File: config.mk
export PLATFORM = sky130hd
export DESIGN_NAME = tsq_query_cmds
export DESIGN_NICKNAME = d
export VERILOG_FILES = /design/src/tsq_pkg.sv /design/src/tsq_query_cmds.sv
export SDC_FILE = /design/constraint.sdc
export NUM_CORES = 1
export LEC_CHECK = 0
export BUFFER_PORTS_ARGS = -buffer_cell sky130_fd_sc_hd__buf_2
export CAP_MARGIN = 0
export CORE_ASPECT_RATIO = 1.2
export CORE_MARGIN = 3
export CORE_UTILIZATION = 56
export CTS_CLUSTER_SIZE = 28
export DETAILED_ROUTE_END_ITERATION = 10
export PLACE_DENSITY = 0.73
export SLEW_MARGIN = 40
export SYNTH_ARGS = -nofsm -noshare
export SYNTH_HDL_FRONTEND = slang
export SYNTH_SLANG_ARGS = --single-unit
export TNS_END_PERCENT = 30
File: constraint.sdc
create_clock -name clk_sys -period 10.8 [get_ports clk_sys]
set_clock_uncertainty 0.05 [all_clocks]
set_input_delay 2.16 -clock clk_sys [delete_from_list [all_inputs] [get_ports clk_sys]]
set_output_delay 2.16 -clock clk_sys [all_outputs]
set_load 0.01 [all_outputs]
File: src/tsq_pkg.sv
// Constants and types for the target and signal query command interpreter
package tsq_pkg;

  // Framing, digit and letter-case characters
  localparam logic [7:0] CHAR_CR = 8'h0D;
  localparam logic [7:0] CHAR_LF = 8'h0A;
  localparam logic [7:0] CHAR_ACK = 8'h3E;
  localparam logic [7:0] CHAR_NAK = 8'h3F;
  localparam logic [7:0] CHAR_ZERO = 8'h30;
  localparam logic [7:0] CHAR_LOW_A = 8'h61;
  localparam logic [7:0] CHAR_LOW_Z = 8'h7A;
  localparam logic [7:0] CASE_GAP = 8'h20;

  // Command buffer depth in characters; longest keyword is 11
  localparam int CMD_MAX = 12;

  // Keywords as upper-case ASCII, matched against the last characters held
  localparam logic [8*11-1:0] KW_TARGET = 88'h5447544C4F434154494F4E;
  localparam logic [8*8-1:0] KW_RF = 64'h5349474C4556454C;
  localparam logic [8*10-1:0] KW_QUALITY = 80'h5349475155414C495459;
  localparam logic [8*7-1:0] KW_KIND = 56'h49524454595045;
  localparam logic [3:0] KW_TARGET_LEN = 4'hB;
  localparam logic [3:0] KW_RF_LEN = 4'h8;
  localparam logic [3:0] KW_QUALITY_LEN = 4'hA;
  localparam logic [3:0] KW_KIND_LEN = 4'h7;

  // Reply text pieces
  localparam logic [8*20-1:0] TXT_TARGET = "Target Location = E ";
  localparam logic [8*4-1:0] TXT_SEP = ", A ";
  localparam logic [8*18-1:0] TXT_RF = "Signal Strength = ";
  localparam logic [8*23-1:0] TXT_QUALITY = "Stale Signal Quality = ";
  localparam logic [8*14-1:0] TXT_KIND = "Receiver type ";
  localparam logic [8*23-1:0] TXT_KIND_STATE [4] = '{
    "has not been tested yet", "is protocol A",
    "is protocol B", "cannot be determined"};
  localparam int KIND_STATE_LEN [4] = '{23, 13, 13, 20};

  // Body lengths of fixed-format replies
  localparam int LEN_TARGET = 31;
  localparam int LEN_RF = 22;
  localparam int LEN_QUALITY = 25;
  localparam int LEN_KIND_PREFIX = 14;

  // Numeric field limits and calibration scaling
  localparam logic [13:0] DEC4_MAX = 14'h270F;
  localparam logic [13:0] DEC3_MAX = 14'h03E7;
  localparam logic [7:0] DEC2_MAX = 8'h63;
  localparam int GAIN_FRAC = 8;

  // Reset values
  localparam logic [15:0] BCD_RESET = 16'h0000;
  localparam logic [7:0] POS_RESET = 8'h00;

  typedef enum logic [2:0] {
    TSQ_CMD_NONE = 3'b000,
    TSQ_CMD_TARGET = 3'b001,
    TSQ_CMD_RF = 3'b010,
    TSQ_CMD_QUALITY = 3'b011,
    TSQ_CMD_KIND = 3'b100
  } tsq_cmd_t;

  typedef enum logic [0:0] {
    TSQ_ST_RECV = 1'b0,
    TSQ_ST_SEND = 1'b1
  } tsq_state_t;

  typedef enum logic [1:0] {
    TSQ_KIND_UNTESTED = 2'b00,
    TSQ_KIND_PROTO_A = 2'b01,
    TSQ_KIND_PROTO_B = 2'b10,
    TSQ_KIND_UNKNOWN = 2'b11
  } tsq_kind_t;

endpackage

File: src/tsq_query_cmds.sv
// Maintenance-port parser for the target and signal query commands

//////////////////////////////////////////////////////////////////////////////
// Behaviour
// - Parse buffered command only on carriage return; line feeds are dropped.
// - Every reply ends CR, LF, then acknowledge or not-acknowledge character.
// - Keywords match regardless of letter case.
// - Target query reports saved position: elevation field, then azimuth.
// - Signal-level query reports detector reading with gain and offset applied.
// - Quality query replies at once with last receiver value, labelled stale.
// - Each quality query sends a fresh quality request to the receiver.
// - Receiver-kind query reports untested, protocol A, protocol B or unknown.
module tsq_query_cmds (
  input wire logic clk_sys, // System clock, 10 MHz
  input wire logic rstn, // Asynchronous reset, active low
  input wire logic [7:0] rx_data, // Terminal character in
  input wire logic rx_valid, // Terminal character present
  output logic rx_ready, // Parser can take a character
  output logic [7:0] tx_data, // Reply character out
  output logic tx_valid, // Reply character present
  input wire logic tx_ready, // Serial port takes the character
  input wire logic [13:0] target_el, // Saved elevation, tenths of degree
  input wire logic [13:0] target_az, // Saved azimuth, tenths of degree
  input wire logic [11:0] rf_raw, // Raw RF power detector reading
  input wire logic [15:0] rf_gain, // Calibration gain, 8 fraction bits
  input wire logic signed [13:0] rf_offset, // Calibration offset
  input wire logic [7:0] quality_last, // Last quality value from receiver
  input wire logic [1:0] receiver_kind, // Detected receiver kind code
  output logic quality_req // Pulse: ask receiver for new quality
);

  //////////////////////////////////////////////////////////////////////////////
  // Helpers

  // Double-dabble conversion of a value no larger than 9999
  function automatic logic [15:0] to_bcd(input logic [13:0] bin);
    logic [29:0] sh;
    sh = {16'h0000, bin};
    for (int i = 0; i < 14; i++)
    begin
      for (int d = 0; d < 4; d++)
      begin
        if (sh[14 + 4 * d +: 4] > 4'h4)
          sh[14 + 4 * d +: 4] = sh[14 + 4 * d +: 4] + 4'h3;
      end
      sh = {sh[28:0], 1'b0};
    end
    return sh[29:14];
  endfunction

  // ASCII digit k (0 = most significant) of an n-digit field
  function automatic logic [7:0] digit(input logic [15:0] bcd, input int n,
                                       input int k);
    return tsq_pkg::CHAR_ZERO + {4'h0, bcd[4 * (n - 1 - k) +: 4]};
  endfunction

  // Reply character at a position; body, then CR, LF, ack or nak
  function automatic logic [7:0] reply_char(
    input tsq_pkg::tsq_cmd_t cmd, input int p, input logic [15:0] el,
    input logic [15:0] az, input logic [15:0] lvl, input logic [15:0] q,
    input logic [1:0] kind);
    int blen;
    logic [7:0] ch;
    blen = 0;
    ch = 8'h00;
    case (cmd)
      tsq_pkg::TSQ_CMD_TARGET:
      begin
        blen = tsq_pkg::LEN_TARGET;
        if (p < 20)
          ch = tsq_pkg::TXT_TARGET[8 * (19 - p) +: 8];
        else if (p < 23)
          ch = digit(el, 3, p - 20);
        else if (p < 27)
          ch = tsq_pkg::TXT_SEP[8 * (26 - p) +: 8];
        else if (p < 31)
          ch = digit(az, 4, p - 27);
      end
      tsq_pkg::TSQ_CMD_RF:
      begin
        blen = tsq_pkg::LEN_RF;
        if (p < 18)
          ch = tsq_pkg::TXT_RF[8 * (17 - p) +: 8];
        else if (p < 22)
          ch = digit(lvl, 4, p - 18);
      end
      tsq_pkg::TSQ_CMD_QUALITY:
      begin
        blen = tsq_pkg::LEN_QUALITY;
        if (p < 23)
          ch = tsq_pkg::TXT_QUALITY[8 * (22 - p) +: 8];
        else if (p < 25)
          ch = digit(q, 2, p - 23);
      end
      tsq_pkg::TSQ_CMD_KIND:
      begin
        blen = tsq_pkg::LEN_KIND_PREFIX + tsq_pkg::KIND_STATE_LEN[kind];
        if (p < 14)
          ch = tsq_pkg::TXT_KIND[8 * (13 - p) +: 8];
        else if (p < blen)
          ch = tsq_pkg::TXT_KIND_STATE[kind][8 * (blen - 1 - p) +: 8];
      end
      default:
        blen = 0;
    endcase
    // Closing sequence shared by every reply
    if (p == blen)
      ch = tsq_pkg::CHAR_CR;
    else if (p == blen + 1)
      ch = tsq_pkg::CHAR_LF;
    else if (p == blen + 2)
      ch = (cmd == tsq_pkg::TSQ_CMD_NONE) ? tsq_pkg::CHAR_NAK
                                          : tsq_pkg::CHAR_ACK;
    return ch;
  endfunction

  // Last position of a reply
  function automatic int reply_last(input tsq_pkg::tsq_cmd_t cmd,
                                    input logic [1:0] kind);
    int blen;
    blen = 0;
    case (cmd)
      tsq_pkg::TSQ_CMD_TARGET: blen = tsq_pkg::LEN_TARGET;
      tsq_pkg::TSQ_CMD_RF: blen = tsq_pkg::LEN_RF;
      tsq_pkg::TSQ_CMD_QUALITY: blen = tsq_pkg::LEN_QUALITY;
      tsq_pkg::TSQ_CMD_KIND:
        blen = tsq_pkg::LEN_KIND_PREFIX + tsq_pkg::KIND_STATE_LEN[kind];
      default: blen = 0;
    endcase
    return blen + 2;
  endfunction

  //////////////////////////////////////////////////////////////////////////////
  // State

  tsq_pkg::tsq_state_t state, next_state;
  tsq_pkg::tsq_cmd_t cmd, next_cmd;
  logic [8 * tsq_pkg::CMD_MAX - 1:0] cmd_buf, next_cmd_buf;
  logic [3:0] cmd_len, next_cmd_len;
  logic [7:0] pos, next_pos;
  logic [15:0] el_bcd, next_el_bcd;
  logic [15:0] az_bcd, next_az_bcd;
  logic [15:0] lvl_bcd, next_lvl_bcd;
  logic [15:0] q_bcd, next_q_bcd;
  logic [1:0] kind, next_kind;
  logic [7:0] next_tx_data;
  logic next_quality_req;
  logic [7:0] ch_up;
  logic take;
  logic [27:0] rf_prod;
  logic signed [21:0] rf_cal;
  logic [13:0] rf_clamped;
  tsq_pkg::tsq_cmd_t parsed;

  // Input accepted only between replies; the terminal waits on ready
  assign rx_ready = (state == tsq_pkg::TSQ_ST_RECV);
  assign tx_valid = (state == tsq_pkg::TSQ_ST_SEND);
  assign take = rx_valid && rx_ready;

  // Fold lower case onto upper case before storing
  always_comb
  begin
    ch_up = rx_data;
    if (rx_data >= tsq_pkg::CHAR_LOW_A && rx_data <= tsq_pkg::CHAR_LOW_Z)
      ch_up = rx_data - tsq_pkg::CASE_GAP;
  end

  // Calibrated RF level, clamped to the four-digit field
  always_comb
  begin
    rf_prod = {16'h0000, rf_raw} * {12'h000, rf_gain};
    rf_cal = $signed({2'b00, rf_prod[27:tsq_pkg::GAIN_FRAC]}) +
             22'(rf_offset);
    if (rf_cal < 0)
      rf_clamped = 14'h0000;
    else if (rf_cal > $signed({8'h00, tsq_pkg::DEC4_MAX}))
      rf_clamped = tsq_pkg::DEC4_MAX;
    else
      rf_clamped = rf_cal[13:0];
  end

  // Whole-buffer keyword match; trailing argument text breaks the length test
  always_comb
  begin
    parsed = tsq_pkg::TSQ_CMD_NONE;
    if (cmd_len == tsq_pkg::KW_TARGET_LEN && cmd_buf[87:0] == tsq_pkg::KW_TARGET)
      parsed = tsq_pkg::TSQ_CMD_TARGET;
    else if (cmd_len == tsq_pkg::KW_RF_LEN && cmd_buf[63:0] == tsq_pkg::KW_RF)
      parsed = tsq_pkg::TSQ_CMD_RF;
    else if (cmd_len == tsq_pkg::KW_QUALITY_LEN &&
             cmd_buf[79:0] == tsq_pkg::KW_QUALITY)
      parsed = tsq_pkg::TSQ_CMD_QUALITY;
    else if (cmd_len == tsq_pkg::KW_KIND_LEN && cmd_buf[55:0] == tsq_pkg::KW_KIND)
      parsed = tsq_pkg::TSQ_CMD_KIND;
  end

  //////////////////////////////////////////////////////////////////////////////
  // Parser and reply sequencer

  // Next-state logic; data fields are captured at the CR so a reply is coherent
  always_comb
  begin
    next_state = state;
    next_cmd = cmd;
    next_cmd_buf = cmd_buf;
    next_cmd_len = cmd_len;
    next_pos = pos;
    next_el_bcd = el_bcd;
    next_az_bcd = az_bcd;
    next_lvl_bcd = lvl_bcd;
    next_q_bcd = q_bcd;
    next_kind = kind;
    next_quality_req = 1'b0;
    case (state)
      tsq_pkg::TSQ_ST_RECV:
      begin
        if (take && rx_data == tsq_pkg::CHAR_CR)
        begin
          next_state = tsq_pkg::TSQ_ST_SEND;
          next_cmd = parsed;
          next_pos = tsq_pkg::POS_RESET;
          next_cmd_len = 4'h0;
          next_el_bcd = to_bcd((target_el > tsq_pkg::DEC3_MAX) ?
                               tsq_pkg::DEC3_MAX : target_el);
          next_az_bcd = to_bcd((target_az > tsq_pkg::DEC4_MAX) ?
                               tsq_pkg::DEC4_MAX : target_az);
          next_lvl_bcd = to_bcd(rf_clamped);
          next_q_bcd = to_bcd({6'h00, (quality_last > tsq_pkg::DEC2_MAX) ?
                               tsq_pkg::DEC2_MAX : quality_last});
          next_kind = receiver_kind;
          next_quality_req = (parsed == tsq_pkg::TSQ_CMD_QUALITY);
        end
        else if (take && rx_data != tsq_pkg::CHAR_LF)
        begin
          next_cmd_buf = {cmd_buf[8 * tsq_pkg::CMD_MAX - 9:0], ch_up};
          if (cmd_len != 4'(tsq_pkg::CMD_MAX))
            next_cmd_len = cmd_len + 4'h1;
        end
      end
      tsq_pkg::TSQ_ST_SEND:
      begin
        if (tx_ready)
        begin
          if (int'(pos) == reply_last(cmd, kind))
            next_state = tsq_pkg::TSQ_ST_RECV;
          else
            next_pos = pos + 8'h01;
        end
      end
      default:
        next_state = tsq_pkg::TSQ_ST_RECV;
    endcase
    // Character presented after this edge, from the values it will hold
    next_tx_data = reply_char(next_cmd, int'(next_pos), next_el_bcd,
                              next_az_bcd, next_lvl_bcd, next_q_bcd,
                              next_kind);
  end

  // Registers only; everything is cleared by reset
  always_ff @(posedge clk_sys or negedge rstn)
  begin
    if (!rstn)
    begin
      state <= tsq_pkg::TSQ_ST_RECV;
      cmd <= tsq_pkg::TSQ_CMD_NONE;
      cmd_buf <= '0;
      cmd_len <= 4'h0;
      pos <= tsq_pkg::POS_RESET;
      el_bcd <= tsq_pkg::BCD_RESET;
      az_bcd <= tsq_pkg::BCD_RESET;
      lvl_bcd <= tsq_pkg::BCD_RESET;
      q_bcd <= tsq_pkg::BCD_RESET;
      kind <= 2'b00;
      tx_data <= 8'h00;
      quality_req <= 1'b0;
    end
    else
    begin
      state <= next_state;
      cmd <= next_cmd;
      cmd_buf <= next_cmd_buf;
      cmd_len <= next_cmd_len;
      pos <= next_pos;
      el_bcd <= next_el_bcd;
      az_bcd <= next_az_bcd;
      lvl_bcd <= next_lvl_bcd;
      q_bcd <= next_q_bcd;
      kind <= next_kind;
      tx_data <= next_tx_data;
      quality_req <= next_quality_req;
    end
  end

endmodule

* Yosys cells after proc, flatten, opt, wreduce, memory -nomap -nowiden
Index checks and enable logic that the tools add are counted.
Storage, ports and cells: register bits 179, input bits 92
Cells by class: $add $sub $neg 113, multiply operators 1, magnitude comparators 103, eq/ne operators 24, shift-type cells 10, muxes and demuxes 290, bitwise logic cells 4, reduce and logical (&&, ||, !) cells 13
Operators with widths (count):
- 4-bit two-way mux | 218
- 184-bit binary-select mux with 2-bit select | 1
- 184-bit two-way mux | 2
- 4-bit by 3-bit > comparator with 1-bit output, second input constant | 71
- 4-bit by 2-bit adder with 4-bit output, second input constant | 68
- 32-bit one-hot mux with 4 select lines | 2
- 32-bit two-way mux | 6
- 184-bit by 12-bit variable part select with 8-bit output, first input constant | 1
- 184-bit by 32-bit variable part select with 8-bit output | 1
- 160-bit by 12-bit variable part select with 8-bit output, first input constant | 1
- 144-bit by 12-bit variable part select with 8-bit output, first input constant | 1
- 32-bit binary-select mux with 2-bit select | 2
- 9-bit by 32-bit equality test with 1-bit output | 4
- 16-bit two-way mux | 8
- 8-bit two-way mux | 15
- 112-bit by 12-bit variable part select with 8-bit output, first input constant | 1
- 88-bit by 87-bit equality test with 1-bit output, second input constant | 1
- 80-bit by 79-bit equality test with 1-bit output, second input constant | 1
- 32-bit by 3-bit adder with 32-bit output, second input constant | 2
- 5-bit by 32-bit adder with 32-bit output, first input constant | 2
- 64-bit by 63-bit equality test with 1-bit output, second input constant | 1
- 16-bit by 12-bit variable part select with 4-bit output | 4
- 56-bit by 55-bit equality test with 1-bit output, second input constant | 1
- 8-bit by 5-bit < comparator with 1-bit output, second input constant | 7
- 50 further kinds | 137

* Logic depth before layout (Yosys ltp)
Gate-level depths: netlist of the first run.
depth after elaboration 57, depth in mapped cells 100

* Worst setup path after synthesis of the first run
No wires, ideal clock.
kind input -> register, start in rf_raw[5], end reg tx_data[2], arrival time 21378 ps, data required time 10624 ps, path slack -10754 ps, cell stages on the path 98, buffers on the path 5, cell sequence clkbuf_1 > nand2_1 > fa_1 > fa_1 > inv_1 > ha_1 > fa_1 > inv_1 > fa_1 > inv_1 > ha_1 > o21a_1 > o21a_1 > o21a_1 > o21a_1 > o21a_1 > o21a_1 > o21a_1 > [... 62 more ...] > nor2_1 > or3_1 > o311ai_4 > xnor2_1 > ha_1 > nor2_1 > or2_2 > nand2_1 > nand2_1 > xor2_1 > ha_1 > nand2b_1 > mux2_2 > ha_1 > o31a_4 > mux2_4 > o21ai_2 > a221o_1
On the way: cells in the longest elaborated chain, start to end 57, elaborated cells on any way between the ends 138
RTL lines:
- from (decl) | line tsq_query_cmds.sv:24 | input wire logic [11:0] rf_raw,
- 12-bit by 16-bit multiplier with 28-bit output * | line tsq_query_cmds.sv:171 | rf_prod = {16'h0000, rf_raw} * {12'h000, rf_gain};
- 21-bit by 14-bit adder with 22-bit output * | line tsq_query_cmds.sv:172 | rf_cal = $signed({2'b00, rf_prod[27:tsq_pkg::GAIN_FRAC]}) +
- 22-bit by 15-bit > comparator with 1-bit output | line tsq_query_cmds.sv:176 | else if (rf_cal > $signed({8'h00, tsq_pkg::DEC4_MAX}))
- 14-bit two-way mux | line tsq_query_cmds.sv:176
- 14-bit two-way mux * | line tsq_query_cmds.sv:174 | if (rf_cal < 0)
- 3-bit by 2-bit adder with 4-bit output / 3-bit > comparator (equally long branches) | line tsq_query_cmds.sv:44, tsq_query_cmds.sv:43
- 4-bit two-way mux | line tsq_query_cmds.sv:43 | if (sh[14 + 4 * d +: 4] > 4'h4)
- 4-bit two-way mux | line tsq_query_cmds.sv:217 | if (take && rx_data == tsq_pkg::CHAR_CR)
- [... 41 more ...]
- net next_lvl_bcd[6] | line tsq_query_cmds.sv:143 | logic [15:0] lvl_bcd, next_lvl_bcd;
- [... 1 more ...]
- 6-bit by 4-bit adder with 7-bit output * | line tsq_query_cmds.sv:54 | return tsq_pkg::CHAR_ZERO + {4'h0, bcd[4 * (n - 1 - k) +: 4]};
- 7-bit two-way mux * | line tsq_query_cmds.sv:84 | else if (p < 22)
- 8-bit two-way mux * | line tsq_query_cmds.sv:82 | if (p < 18)
- 8-bit one-hot mux with 4 select lines * | line tsq_query_cmds.sv:66 | case (cmd)
- 8-bit two-way mux * | line tsq_query_cmds.sv:111 | else if (p == blen + 2)
- 8-bit two-way mux * | line tsq_query_cmds.sv:109 | else if (p == blen + 1)
- 8-bit two-way mux * | line tsq_query_cmds.sv:107 | if (p == blen)
- net next_tx_data[2] | line tsq_query_cmds.sv:146 | logic [7:0] next_tx_data;
- to (signal assigned) | line tsq_query_cmds.sv:289 | tx_data <= next_tx_data;
- to (decl) | line tsq_query_cmds.sv:19 | output logic [7:0] tx_data,
The timed path passes the listed nets; every way through them passes the cells marked *. The select of a mux whose other input is x is not followed. A chain may end at the register's enable or synchronous reset.

* Worst setup path in the final report of the first run
Same ends and word-level chain as after synthesis.

==> flow_metrics.tcl, run 1 <==
set metrics [dict create \
    status "complete, but fails checks" \
    violations "setup timing" \
    netlist_top_cells_area "dfrtp_1 16%, ha_1 13%, fa_1 10%" \
    met1_length_microns 30100 \
    synth_top_family_by_area "adder cells" \
    synthesis.area_sq_mm 0.0276 \
    die_w_microns 209 \
    layout_common_cells "544 x buf_4, 403 x nand2_1, 279 x inv_1, 260 x nor2_1, 260 x ha_1" \
    rrSetupSlack_ns 3.06 \
    critPathMaxStageDelay_ns 0.50 \
    report.final.slew_viol_count 0 \
    final_common_cell "buf_4" \
    ff2ff_path_depth 30 \
    yosys.area.top_type_share_pct 16.1 \
    setup_tns_ns -130.03 \
    r2r-end "tx_data[1]$_DFF_PN0_" \
    path_common_cell "o21a_1" \
    yosysTopAreaCell "dfrtp_1" \
    place_congestion 0.967 \
    start_util_pct 57.1 \
    final_area_sq_mm 0.0341 \
    clk-insertion-delay-late_ns 0.45 \
    tightestPinTransition_ns 0.857 \
    drive_above_1_share_pct 25.4 \
    wl_per_cell_microns 16.7 \
    dr_wl_met2_microns 41600 \
    grt_overflow 0 \
    hold_viol_final 0 \
    ys.flop_type "dfrtp_1" \
    area.growth.synth_to_final_pct 23.2 \
    synth_mux_area_share_pct 9.20 \
    grt_usage_pct 29.2 \
    fp.coreArea_sq_mm 0.0484 \
    totalWireLength_microns 77500 \
    ys_seq_area_share_pct 16.1 \
    cp_max_fo 6 \
    setup_viol_count_final 18 \
    fillCellCount 3837 \
    grt_first_pass_wirelength_microns 131000 \
    drt_iter0_drc 1429 \
    drc 0 \
    cts_made_buffers 17 \
    antenna_found_initial 8 \
    synth_compound_area_share_pct 20.5 \
    die_y_microns 249 \
    fmaxAchievable_mhz 53.3 \
    crit_arrival_ns 19.06 \
    fin_crit_sh_pct 174 \
    place_area_sq_mm 0.0327 \
    grt_pass1_vias 28116 \
    synth-xor-area-share_pct 4.50 \
    vias 27141 \
    cts_buffer_depth 2 \
    max-slew-margin-rel_pct 42.5 \
    timing.final.ws_setup_ns -7.97 \
    cts.sinks 178 \
    cts_tree "yes" \
    io_pins 103 \
    hpwlAfterDp_microns 61200 \
    root_buffer "clkbuf_16" \
    met3_length_microns 3020 \
    hp-class "reg2reg" \
    synth.distinct_cells 124 \
    maxCapViolations 0 \
    num_rows 88 \
    path_class "in2reg" \
    die_area_sq_mm 0.0521 \
    synthAdderAreaFrac_pct 22.9 \
    ys_seq_elements 178 \
    avgSynthCellArea_sq_um 8.07 \
    worstReg2RegStart "cmd[2]$_DFF_PN0_" \
    critPathLaunchType "input pin" \
    antenna_left 0 \
    async_flop_share_pct 100 \
    yosys_warnings 0 \
    grt_max_degree 97 \
    startpoint "rf_raw[5]" \
    portBuffers 101 \
    fin_crit_ns 18.77 \
    syn_inst 3423 \
    cpMaxStageDelayCell "fa_1" \
    clkTransAtPathRegs_ns 0.07 \
    fin_nets 4498 \
    synth_edf_count 0 \
    htreeDepth 4 \
    top_layer_used "met5" \
    crit_end "tx_data[2]$_DFF_PN0_" \
    routed_via_density 5.86 \
    rsz0062_at_grt "true" \
    critical_path_required_ns 11.09 \
    synth-simple-area-share_pct 20.8 \
    cp-end-kind "register" \
    dr.pass1.iters 5 \
]
[cell usage after synthesis (17+ instances only)]
cell type	count
nor2_1	269
nor3_1	95
o211ai_1	30
o21ai_1	18
o22ai_1	24
fa_1	141
buf_2	22
nor2b_1	26
nand2b_1	36
a21o_1	38
o21bai_1	25
mux2_2	128
o31ai_1	18
a21oi_1	224
inv_1	283
or3_1	22
o21ai_0	160
nand3_1	75
xnor2_1	81
clkbuf_1	97
nand2_1	414
dfrtp_1	178
xor2_1	59
nand4_1	23
nor4_1	17
a211oi_1	24
a31oi_1	45
and2_1	92
mux2i_1	83
o21a_1	35
ha_1	279
[cells by family after synthesis]
logic type                 count (synthesis)
and+or+nand+nor                         1187
AOI/OAI and AO/OA                        842
buffers and inverters                    425
adders and majority gates                421
muxes                                    227
DFF                                      178
xor gates and xnor gates                 141
other                                      2
[how the worst min path moves through the flow]
stage	startpoint	endpoint	slack [ns]	cells after the start
after CTS	q_bcd[1]$_DFF_PN0_	q_bcd[1]$_DFF_PN0_	0.42	2
after global routing	q_bcd[1]$_DFF_PN0_	q_bcd[1]$_DFF_PN0_	0.44	2
final	q_bcd[1]$_DFF_PN0_	q_bcd[1]$_DFF_PN0_	0.43	2
after detailed placement	q_bcd[1]$_DFF_PN0_	q_bcd[1]$_DFF_PN0_	0.40	2
after floorplan	q_bcd[1]$_DFF_PN0_	q_bcd[1]$_DFF_PN0_	0.38	2
after global placement	q_bcd[1]$_DFF_PN0_	q_bcd[1]$_DFF_PN0_	0.40	2
[area by class of cell]
| type | instances | area [sq um] | area share [%] |
|---|---|---|---|
| inverters | 290 | 1090 | 3.20 |
| clock inverters | 15 | 230 | 0.676 |
| clock buffers | 17 | 425 | 1.25 |
| well taps | 630 | 788 | 2.31 |
| diodes | 5 | 12.5 | 0.0367 |
| flip-flops and latches | 178 | 4450 | 13.1 |
| repair buffers | 651 | 4760 | 14.0 |
| multi-input cells | 2848 | 22300 | 65.5 |
[per-stage QoR]
step	util, %	hold WS [ns]	instances	setup slack (ns)
2_1_floorplan	-	0.379	3451	-9.27
3_3_place_gp	67.5	0.398	4563	-8.22
3_5_place_dp	67.5	0.403	4563	-8.68
4_1_cts	69.6	0.422	4615	-7.81
5_1_grt	70.3	0.445	4631	-8.79
6_report	70.3	0.425	4634	-7.97
[state kept, by name (all words and copies together) (netlist names)]
name	flops
pos	8
cmd_len	4
q_bcd	16
el_bcd	16
tx_data	7
kind	2
tx_valid	1
lvl_bcd	16
cmd	3
cmd_buf	88
az_bcd	16
quality_req	1
[per-layer routing]
metal  vias up  GRT usage (%)
li1      13170              -
met1     13110           32.6
met2       659           56.2
met3       194           3.46
met4         8           11.1
met5         -              0
[worst max-delay path, delay by kind of cell]
kind | cells | cell delay [ns]
AOI/OAI and AO/OA | 37 | 6.35
muxes | 3 | 0.64
xor gates and xnor gates | 5 | 0.85
buffers and inverters | 6 | 0.53
adders and majority gates | 18 | 4.76
and+or+nand+nor | 23 | 3.75
[what timing repair did]
| action | CTS | global route |
|---|---|---|
| resized for setup | 52 | 42 |
| pin swaps | 32 | 17 |
| hold buffers | 0 | 0 |
| endpoints found under the setup margin | 19 | 26 |
| buffers inserted | 20 | 16 |
| gates cloned | 0 | 0 |
Power of run 1 is not shown: default switching activity piles up to over one toggle a cycle in this logic, so the estimate is an artifact.
==> run 2, diff against run 1 <==
--- a/config.mk
+++ b/config.mk
@@ -5,14 +5,14 @@
 export SDC_FILE = /design/constraint.sdc
 export NUM_CORES = 1
 export LEC_CHECK = 0
-export BUFFER_PORTS_ARGS = -buffer_cell sky130_fd_sc_hd__buf_2
+export BUFFER_PORTS_ARGS = -buffer_cell sky130_fd_sc_hd__buf_4
 export CAP_MARGIN = 0
 export CORE_ASPECT_RATIO = 1.2
 export CORE_MARGIN = 3
 export CORE_UTILIZATION = 56
 export CTS_CLUSTER_SIZE = 28
 export DETAILED_ROUTE_END_ITERATION = 10
-export PLACE_DENSITY = 0.73
+export PLACE_DENSITY = 0.72
 export SLEW_MARGIN = 40
 export SYNTH_ARGS = -nofsm -noshare
 export SYNTH_HDL_FRONTEND = slang
==> run 2 against run 1 <==
  * Non-clock buffer count fell by 26
  * Critical endpoint unchanged
  * Fmax rose by 0.60%
  * Cell area hardly changed
  * Largest cell class unchanged
  * Count of clock-buffer cells in the layout unchanged
  * Via count grew 0.35%
  * Critical path type unchanged
  * The flow still finishes with violations (setup timing)
  * Worst hold slack better by 0.0022 ns
  * Highest routed layer unchanged
==> flow_metrics.tcl, run 2 (synthesis gave the netlist of run 1 again) <==
set metrics [dict create \
    status "complete, but fails checks" \
    violations "setup timing" \
    cts.sinks 178 \
    grt_usage_pct 29.1 \
    grt_pass1_vias 28145 \
    hold_viol_final 0 \
    path_common_cell "o21a_1" \
    place_congestion 0.973 \
    routed_via_density 5.92 \
    grt_overflow 0 \
    die_y_microns 249 \
    clkTransAtPathRegs_ns 0.07 \
    timing.final.ws_setup_ns -7.86 \
    cp-end-kind "register" \
    critPathMaxStageDelay_ns 0.54 \
    cts_made_buffers 17 \
    final_area_sq_mm 0.0341 \
    crit_arrival_ns 18.93 \
    top_layer_used "met5" \
    tightestPinTransition_ns 0.793 \
    rsz0062_at_grt "true" \
    ctsHoldBuffers 0 \
    drt_iter0_drc 1646 \
    area.growth.synth_to_final_pct 23.3 \
    fin_crit_ns 18.66 \
    place_area_sq_mm 0.0328 \
    dr.pass1.iters 8 \
    layout_common_cells "601 x buf_4, 404 x nand2_1, 278 x inv_1, 261 x ha_1, 259 x nor2_1" \
    die_area_sq_mm 0.0521 \
    htreeDepth 4 \
    final_util_pct 70.3 \
    max-slew-margin-rel_pct 46.8 \
    fin_nets 4472 \
    cp_max_fo 6 \
    path_class "in2reg" \
    fmaxAchievable_mhz 53.6 \
    vias 27237 \
    maxCapViolations 0 \
    root_buffer "clkbuf_16" \
    largest_register_ffs 88 \
    io_pins 103 \
    dp_slack_ns -8.77 \
    drc 0 \
    wl_per_cell_microns 16.8 \
    met3_length_microns 2900 \
    num_rows 88 \
    start_util_pct 57.1 \
    totalWireLength_microns 77300 \
    fp.coreArea_sq_mm 0.0484 \
    grt_first_pass_wirelength_microns 131000 \
    top_register "cmd_buf" \
    antenna_found_initial 2 \
    clk-insertion-delay-late_ns 0.44 \
    die_w_microns 209 \
    antenna_left 0 \
    grt_max_degree 109 \
    fin_crit_sh_pct 173 \
    met1_length_microns 30200 \
    antenna_cells 0 \
    critical_path_required_ns 11.07 \
    hp-class "reg2reg" \
    fillCellCount 3891 \
    hpwlAfterDp_microns 61100 \
    cts_buffer_depth 2 \
    critPathLaunchType "input pin" \
    portBuffers 101 \
    cts_tree "yes" \
    drive_above_1_share_pct 24.8 \
    report.final.slew_viol_count 0 \
    dr_wl_met2_microns 41400 \
    final_common_cell "buf_4" \
    cpMaxStageDelayCell "fa_1" \
    setup_viol_count_final 18 \
]
-- run 2: cell type report --
type | count | area [sq um] | area share [%]
clock buffers | 17 | 425 | 1.25
clock inverters | 15 | 180 | 0.529
inverters | 290 | 1090 | 3.20
multi-input cells | 2848 | 22300 | 65.4
flip-flops and latches | 178 | 4450 | 13.1
well taps | 630 | 788 | 2.31
repair buffers | 625 | 4860 | 14.3
-- run 2: path summary, 6_finish.rpt --
| path | startpoint | endpoint | slack, ns | cells past startpoint |
|---|---|---|---|---|
| worst min register to register | lvl_bcd[6]$_DFF_PN0_ | lvl_bcd[6]$_DFF_PN0_ | 0.43 | 2 |
| min in group asynchronous | rstn | el_bcd[11]$_DFF_PN0_ | 1.58 | 1 |
| worst max register to register | cmd[2]$_DFF_PN0_ | tx_data[1]$_DFF_PN0_ | 3.14 | 30 |
| worst min-delay path | lvl_bcd[6]$_DFF_PN0_ | lvl_bcd[6]$_DFF_PN0_ | 0.43 | 2 |
| worst max-delay path | rf_gain[3] | tx_data[2]$_DFF_PN0_ | -7.86 | 93 |
| max in group asynchronous | rstn | lvl_bcd[11]$_DFF_PN0_ | 7.84 | 3 |
-- run 2: timing repair --
| action | in CTS | in global routing |
|---|---|---|
| endpoints found under the hold margin | 0 | 0 |
| cloned | 0 | 0 |
| pin swaps | 24 | 21 |
| resized for setup | 41 | 46 |
| setup buffers | 22 | 20 |
| endpoints found under the setup margin | 18 | 32 |
-- run 2: routing by layer --
layer | vias up | global-route usage [%]
li1 | 13094 | -
met1 | 13300 | 32.8
met2 | 640 | 55.9
met3 | 199 | 3.31
met4 | 4 | 10.8
met5 | - | 0
-- run 2: worst max-delay path, delay by kind of cell --
kind	cells	cell delay, ns
multiplexers	3	0.65
buffers and inverters	6	0.48
AND/OR/NAND/NOR	24	3.80
XOR/XNOR	5	0.88
adder cells (fa/ha/maj)	18	4.49
AO/OA/AOI/OAI	37	6.46
-- run 2: through the flow --
| stage | TNS (ns) | std cells | hold WS (ns) |
|---|---|---|---|
| 2_1_floorplan | -146.76 | 3451 | 0.379 |
| 3_3_place_gp | -134.55 | 4531 | 0.401 |
| 3_5_place_dp | -143.10 | 4531 | 0.412 |
| 4_1_cts | -127.44 | 4585 | 0.428 |
| 5_1_grt | -143.86 | 4603 | 0.450 |
| 6_report | -127.23 | 4603 | 0.427 |
Power of run 2 is left out for the same reason.
